==> src/logic/prescaler_pkg.sv <==
package prescaler_pkg;
    // cycle figures of the divider, in input clock counts
    localparam int RATIO_FULL      = 512;  // both selects high
    localparam int SHORT_A         = 2;    // count removed by select a
    localparam int SHORT_B         = 32;   // counts removed by select b
    localparam int STAGE_MOD       = 16;   // nominal modulus of each cascaded counter
    // cascaded counter widths and reset values
    localparam int CNT_W           = 4;
    localparam logic [3:0] CNT_RST = 4'h0;
    localparam logic       OUT_RST = 1'b1;
    // output high for the first half of the nominal cycle
    localparam logic [3:0] HI_FALL = 4'h8;  // upper counter value where the output falls
endpackage

==> src/logic/sync_three.sv <==
`timescale 1ns/10ps
// three flop synchroniser; a change counts once stages two and three agree
module sync_three (
    input  wire logic i_mclk,
    input  wire logic i_reset_n,
    input  wire logic i_async,
    output logic      o_level
);
    // packed state of the synchroniser
    typedef struct packed {
        logic s1;   // first stage, only read by s2
        logic s2;
        logic s3;
        logic lvl;  // agreed level
    } sync_state_t;

    sync_state_t state_ff;
    sync_state_t nxt_state;

    // next state: shift and filter
    always_comb begin
        nxt_state     = state_ff;
        nxt_state.s1  = i_async;
        nxt_state.s2  = state_ff.s1;
        nxt_state.s3  = state_ff.s2;
        // only an agreed pair moves the level
        if (state_ff.s2 == state_ff.s3) begin
            nxt_state.lvl = state_ff.s3;
        end
        // selects idle high, like an open pin
        if (!i_reset_n) begin
            nxt_state = 4'hF;
        end
    end

    // register the state
    always_ff @(posedge i_mclk) begin
        state_ff <= nxt_state;
    end

    assign o_level = state_ff.lvl;
endmodule

==> src/logic/four_modulus_prescaler.sv <==
`timescale 1ns/10ps
module four_modulus_prescaler (
    input  wire logic i_mclk,
    input  wire logic i_reset_n,
    input  wire logic i_mod_a_n,
    input  wire logic i_mod_b_n,
    output logic      o_div_out
);
    import prescaler_pkg::*;

    logic mod_a_n_s;  // synchronised select a
    logic mod_b_n_s;  // synchronised select b

    // selects come from the controller's domain, so they are synchronised
    // the sync costs a few counts of latency; the controller has hundreds to spare for select a but under 32 for select b
    sync_three u_sync_a (
        .i_mclk    (i_mclk),
        .i_reset_n (i_reset_n),
        .i_async   (i_mod_a_n),
        .o_level   (mod_a_n_s)
    );
    sync_three u_sync_b (
        .i_mclk    (i_mclk),
        .i_reset_n (i_reset_n),
        .i_async   (i_mod_b_n),
        .o_level   (mod_b_n_s)
    );

    // whole divider state
    typedef struct packed {
        logic             half;   // front end divide-by-two phase
        logic [CNT_W-1:0] lo;     // first 15/16 counter
        logic [CNT_W-1:0] hi;     // second 15/16 counter
        logic             a_done; // select a already swallowed this cycle
        logic             b_done; // select b already swallowed this cycle
        logic             out;    // divided output
    } div_state_t;

    div_state_t state_ff;
    div_state_t nxt_state;

    // advance one input count
    always_comb begin
        logic lo_wrap;
        logic lo_skip;
        logic hi_skip;
        nxt_state = state_ff;
        lo_wrap   = 1'b0;
        lo_skip   = 1'b0;
        hi_skip   = 1'b0;
        nxt_state.half = ~state_ff.half;
        if (state_ff.half) begin
            // select a: low counter runs as /15 once, i.e. 2 input counts
            // taken in the last low pass before the fall
            // a before fall
            // the pass loses one low step, so the low counter wraps a step early
            if (!mod_a_n_s && !state_ff.a_done && state_ff.hi == (HI_FALL - 4'h1)
                && state_ff.lo == 4'(STAGE_MOD - 2)) begin
                lo_skip          = 1'b1;
                nxt_state.a_done = 1'b1;
            end
            // low counter wraps after its last step, or early when a is swallowed
            lo_wrap = (state_ff.lo == 4'(STAGE_MOD - 1)) || lo_skip;
            nxt_state.lo = lo_wrap ? CNT_RST : state_ff.lo + 4'h1;
            if (lo_wrap) begin
                // select b: high counter runs as /15 once, 32 input counts
                if (!mod_b_n_s && !state_ff.b_done && state_ff.hi == HI_FALL) begin
                    hi_skip          = 1'b1;
                    nxt_state.b_done = 1'b1;
                end
                nxt_state.hi = hi_skip ? HI_FALL + 4'h2 : state_ff.hi + 4'h1;
                // single fall at hi == 8
                if (nxt_state.hi == HI_FALL) begin
                    nxt_state.out = 1'b0;
                end
                // cycle restarts at wrap, output rises
                if (nxt_state.hi == CNT_RST) begin
                    nxt_state.out    = 1'b1;
                    nxt_state.a_done = 1'b0;
                    nxt_state.b_done = 1'b0;
                end
            end
        end
        if (!i_reset_n) begin
            nxt_state        = '0;
            nxt_state.lo     = CNT_RST;
            nxt_state.hi     = CNT_RST;
            nxt_state.out    = OUT_RST;
        end
    end

    // register the state
    always_ff @(posedge i_mclk) begin
        state_ff <= nxt_state;
    end

    assign o_div_out = state_ff.out;

    // helper: counts input cycles between falling output edges
    logic [9:0] gap_ff;
    logic       seen_ff;
    logic       fall;
    assign fall = state_ff.out && !nxt_state.out && i_reset_n;
    always_ff @(posedge i_mclk) begin
        if (!i_reset_n || fall) begin
            gap_ff  <= 10'h001;
        end else begin
            gap_ff  <= gap_ff + 10'h001;
        end
        if (!i_reset_n) begin
            seen_ff <= 1'b0;
        end else if (fall) begin
            seen_ff <= 1'b1;
        end
    end

    // helper: selects now and one edge ago, and whether they moved in this gap
    logic [1:0] sel_now;       // synchronised selects at this edge
    logic [1:0] sel_last_ff;   // synchronised selects at the previous edge
    logic       sel_moved_ff;  // a select changed since the last fall
    assign sel_now = {mod_a_n_s, mod_b_n_s};
    // a gap has a known length only when the selects held all through it;
    // the clear at the fall wins, since the new values rule the next gap
    always_ff @(posedge i_mclk) begin
        sel_last_ff <= sel_now;
        if (!i_reset_n || fall) begin
            sel_moved_ff <= 1'b0;
        end else if (sel_now != sel_last_ff) begin
            sel_moved_ff <= 1'b1;
        end
    end

    // helper: counts input cycles since the last output edge of either sense
    logic       rise;      // output about to rise at this edge
    logic [9:0] phase_ff;  // length of the running high or low phase
    assign rise = !state_ff.out && nxt_state.out && i_reset_n;
    always_ff @(posedge i_mclk) begin
        // reset leaves the output high, so the first high phase counts from here
        if (!i_reset_n || fall || rise) begin
            phase_ff <= 10'h001;
        end else begin
            phase_ff <= phase_ff + 10'h001;
        end
    end

    property p_ratio;
        @(posedge i_mclk) disable iff (!i_reset_n)
        (fall && seen_ff && !sel_moved_ff && sel_now == sel_last_ff)
            |-> gap_ff == 10'(RATIO_FULL - (mod_a_n_s ? 0 : SHORT_A)
                              - (mod_b_n_s ? 0 : SHORT_B));
    endproperty
    a_ratio: assert property (p_ratio) else $error("ratio wrong");

    property p_one_fall;
        @(posedge i_mclk) disable iff (!i_reset_n)
        (fall && seen_ff) |-> gap_ff >= 10'(RATIO_FULL - SHORT_A - SHORT_B);
    endproperty
    a_one_fall: assert property (p_one_fall) else $error("double fall");

    property p_fall_pos;
        @(posedge i_mclk) disable iff (!i_reset_n)
        fall |-> nxt_state.hi == HI_FALL && nxt_state.lo == CNT_RST;
    endproperty
    a_fall_pos: assert property (p_fall_pos) else $error("fall misplaced");

    property p_half;
        @(posedge i_mclk) disable iff (!i_reset_n)
        $rose(state_ff.half) |=> $fell(state_ff.half);
    endproperty
    a_half: assert property (p_half) else $error("front end stuck");

    property p_lo_range;
        @(posedge i_mclk) disable iff (!i_reset_n)
        state_ff.lo != CNT_RST && $past(state_ff.lo) != state_ff.lo
            |-> state_ff.lo == $past(state_ff.lo) + 4'h1;
    endproperty
    a_lo_range: assert property (p_lo_range) else $error("low counter skip");

    property p_full;
        @(posedge i_mclk) disable iff (!i_reset_n)
        (fall && mod_a_n_s && mod_b_n_s) |-> gap_ff <= 10'(RATIO_FULL);
    endproperty
    a_full: assert property (p_full) else $error("cycle too long");

    property p_high_len;
        @(posedge i_mclk) disable iff (!i_reset_n)
        fall |-> (phase_ff == 10'(RATIO_FULL / 2)
                  || phase_ff == 10'(RATIO_FULL / 2 - SHORT_A));
    endproperty
    a_high_len: assert property (p_high_len) else $error("high phase wrong");

    property p_low_len;
        @(posedge i_mclk) disable iff (!i_reset_n)
        rise |-> (phase_ff == 10'(RATIO_FULL / 2)
                  || phase_ff == 10'(RATIO_FULL / 2 - SHORT_B));
    endproperty
    a_low_len: assert property (p_low_len) else $error("low phase wrong");

    property p_hi_step;
        @(posedge i_mclk) disable iff (!i_reset_n)
        (state_ff.hi != $past(state_ff.hi))
            |-> (state_ff.hi == $past(state_ff.hi) + 4'h1)
                || ($past(state_ff.hi) == HI_FALL && state_ff.hi == HI_FALL + 4'h2);
    endproperty
    a_hi_step: assert property (p_hi_step) else $error("upper counter skip");
endmodule

==> config.mk <==
export PLATFORM = sky130hd
export DESIGN_NAME = four_modulus_prescaler
export DESIGN_NICKNAME = d
export VERILOG_FILES = /design/src/logic/prescaler_pkg.sv /design/src/logic/sync_three.sv /design/src/logic/four_modulus_prescaler.sv
export SDC_FILE = /design/constraint.sdc
export NUM_CORES = 1
export LEC_CHECK = 0
export BUFFER_PORTS_ARGS = -buffer_cell sky130_fd_sc_hd__buf_2
export CAP_MARGIN = 5
export CORE_MARGIN = 8
export CORE_UTILIZATION = 25
export DETAILED_ROUTE_END_ITERATION = 16
export GPL_TIMING_DRIVEN = 0
export SETUP_SLACK_MARGIN = 0.4
export SLEW_MARGIN = 20
export SYNTH_ARGS = -nofsm -noshare
export SYNTH_HDL_FRONTEND = slang
export SYNTH_HIERARCHICAL = 1
export SYNTH_SLANG_ARGS = --single-unit
export TNS_END_PERCENT = 5
==> constraint.sdc <==
create_clock -name i_mclk -period 1.9 [get_ports i_mclk]
set_clock_uncertainty 0.1 [all_clocks]
set_input_delay 0.095 -clock i_mclk [delete_from_list [all_inputs] [get_ports i_mclk]]
set_output_delay 0.095 -clock i_mclk [all_outputs]
set_load 0.05 [all_outputs]
==> metrics.txt <==
multi-input logic area=485 µm²; Mapped Nets=100; synthesized area=866 µm²; initial core utilization=25.9%; Slew Limit Fails=0; CTS max path bufs=2; first-pass GRT wire length=3.21 mm; CP max stage cell=dfxtp_2; die area=5600 µm²; count leader, synth=dfxtp_1; cells along the critical path=inv_2, ha_4, nor4b_4, a21o_2, buf_6, nor3_1, o21a_1; min cycle time layout=1.64 ns; # setup viols final=0; DRT Pass-1 Iters=4; #FFs+latches synth=20; Worst EP arrival=1.74 ns; clock latency on the worst-skew pair=0.29 ns; status=finished clean; # port buffers=4; GRT Util Overall=7.37%; share of layout cells above drive strength 1=24.3%; initial DRC count=24; grt ovf=0; Reg area=405 µm²; Max Fanout on Critical Path=5; initial antenna violation count=0; reg2reg end=state_ff[8]; Remaining DRCs=0; vias in the first global route=719; worst hold path endpoint=u_sync_a/state_ff[2]; Row Count=21; Main synth FF type=dfxtp_1; TritonCTS clock tree=yes; synth warn=6; Hold Path Cell Cnt=1; DR vias=709; endpoint class of the critical path=register; Synth area leaders=dfxtp_1 (46%), a21oi_1 (6.9%), ha_1 (5.8%); static leakage=0.390 nW; Hold Fails Final Rpt=0; top cells by count, synth=dfxtp_1 (20), a21oi_1 (12), nand2b_1 (6), nand3_1 (6); Routed wire per std cell=11.9 µm; CTS buffer count=3; final critical-path share of the clock period=86.3%; Area Overhead vs Synth=26.6%; RePlAce Congestion=0.793; power density cells=656 nW/µm²; Root Driver=clkbuf_4; Synth Instances=92; Yosys top cell area share=46.2%; Critical Path RT=1.99 ns; CTS H-tree depth=1; asr flop ratio synth=0%; Post-synth EDFFs=0; FF-to-FF Start=state_ff[7]; worst slew pin tran=0.467 ns; unrepaired setup endpoints after global routing=yes; CTS Sinks=20; Worst VDD drop=404 µV; post-synthesis sequential area ratio=46.2%; Hold Crit Start=u_sync_a/state_ff[3]; Hold WC Path Type=reg2reg; DP Wirelength=1.26 mm; core area=3340 µm²; Cell Count, Final, Fillers Out=153; WS Path Type=reg2reg; max_cap viols=0; Cells after DPL=142; CP Launch Type=register; via-per-instance ratio=4.63; setup slack, reg-to-reg=0.26 ns; Top Ports=5; Total Nets Final=116; setup TNS=0 ns; largest net degree at the start of global routing=15; Fillers=359; Netlist cell types=29; Slew HR=68.9%; die height=74.9 µm; max incr delay on CP=0.36 ns; ANT nets after route=0; die width=74.9 µm; top cell type by total area after synthesis=dfxtp_1; syn_area_per_cell=9.41 µm²; max frequency=0.610 GHz; ant diodes=0; DRT Wirelength=1.81 mm; FF-to-FF path depth=7; CTS clk-pin slew, worst paths=0.11 ns
-- where the power goes --
group / leakage [nW] / internal, mW / switching [mW] / total, mW
logic: 0.204 / 0.0206 / 0.0209 / 0.0415
clock network: 0.0210 / 0.117 / 0.123 / 0.240
registers: 0.165 / 0.429 / 0.00908 / 0.438
-- repair_timing --
item                                   4_1_cts  5_1_grt
endpoints found under the hold margin        6        0
hold buffers                                 5        0
resized for setup                            7        0
buffers inserted                             2        0
pin swaps                                    6        1
setup endpoints to repair                   11       11
-- worst max-delay path, delay by kind of cell, from the launching register on --
family	cells	cell delay [ns]
and+or+nand+nor	2	0.34
DFF	1	0.36
AOI/OAI and AO/OA	2	0.42
buffers and inverters	2	0.21
adders and majority gates	1	0.13
-- routing by layer --
layer  vias to the layer above  track usage (%)  wire [µm]  part of all wire [%]
li1                        360                -          -                     -
met3                         2             2.13         45                   2.5
met5                         -                0          0                     0
met4                         0             2.61          9                  0.50
met1                       341             8.85        844                    47
met2                         6             12.1        914                    50
-- logic make-up after synthesis --
kind of cell / Yosys count / synth area share (%)
buffers and inverters: 6 / 2.60
flip-flops: 20 / 46.2
AND/OR/NAND/NOR: 37 / 27.3
adder cells (fa/ha/maj): 4 / 5.78
AO/OA/AOI/OAI: 25 / 18.1
-- how the worst max path moves through the flow --
stage,start,end,cells after the start
6_report,state_ff[7],state_ff[8],7
5_1_grt,state_ff[7],state_ff[5],7
4_1_cts,state_ff[7],state_ff[8],7
3_5_place_dp,state_ff[7],state_ff[2],6
3_3_place_gp,state_ff[7],state_ff[2],6
2_1_floorplan,state_ff[7],state_ff[1],5
-- metrics by stage --
step | area [µm²] | util [%] | total power [mW] | worst slack, ns | hold slack (ns)
floorplan | 887 | - | 0.464 | 0.386 | 0.0668
CTS | 1100 | 32.8 | 0.727 | 0.268 | 0.333
finish | 1100 | 32.8 | 0.720 | 0.260 | 0.326
global route | 1100 | 32.8 | 0.757 | 0.145 | 0.359
detailed placement | 965 | 28.9 | 0.477 | 0.207 | 0.180
global placement | 965 | 28.9 | 0.476 | 0.259 | 0.180
-- placed cells by master (no fill, tap or decap), drive strengths merged, types with 5 or more instances in the layout --
cell type | synthesis | layout
dlygate4sd3 | 0 | 5
nand3 | 6 | 6
a21oi | 13 | 13
dfxtp | 20 | 20
nand2b | 6 | 6
inv | 5 | 5
clkbuf | 1 | 5
buf | 0 | 6
nor2 | 5 | 5
-- flip-flops by register name, indices dropped and copies added, names as in the netlist --
signal	cells
o_div_out	1
state_ff	11
u_sync_a/o_level	1
u_sync_a/state_ff	3
u_sync_b/o_level	1
u_sync_b/state_ff	3
-- layout make-up --
class                      count  share of cell area (%)
sequential                    20                    37.0
timing repair buffer          11                    8.11
buffer                         1                   0.342
multi-input combinational     66                    44.3
inverter                       5                    1.71
clock buffer                   4                    3.31
tap                           46                    5.25
No activity file was read; power rests on OpenSTA's default activity.
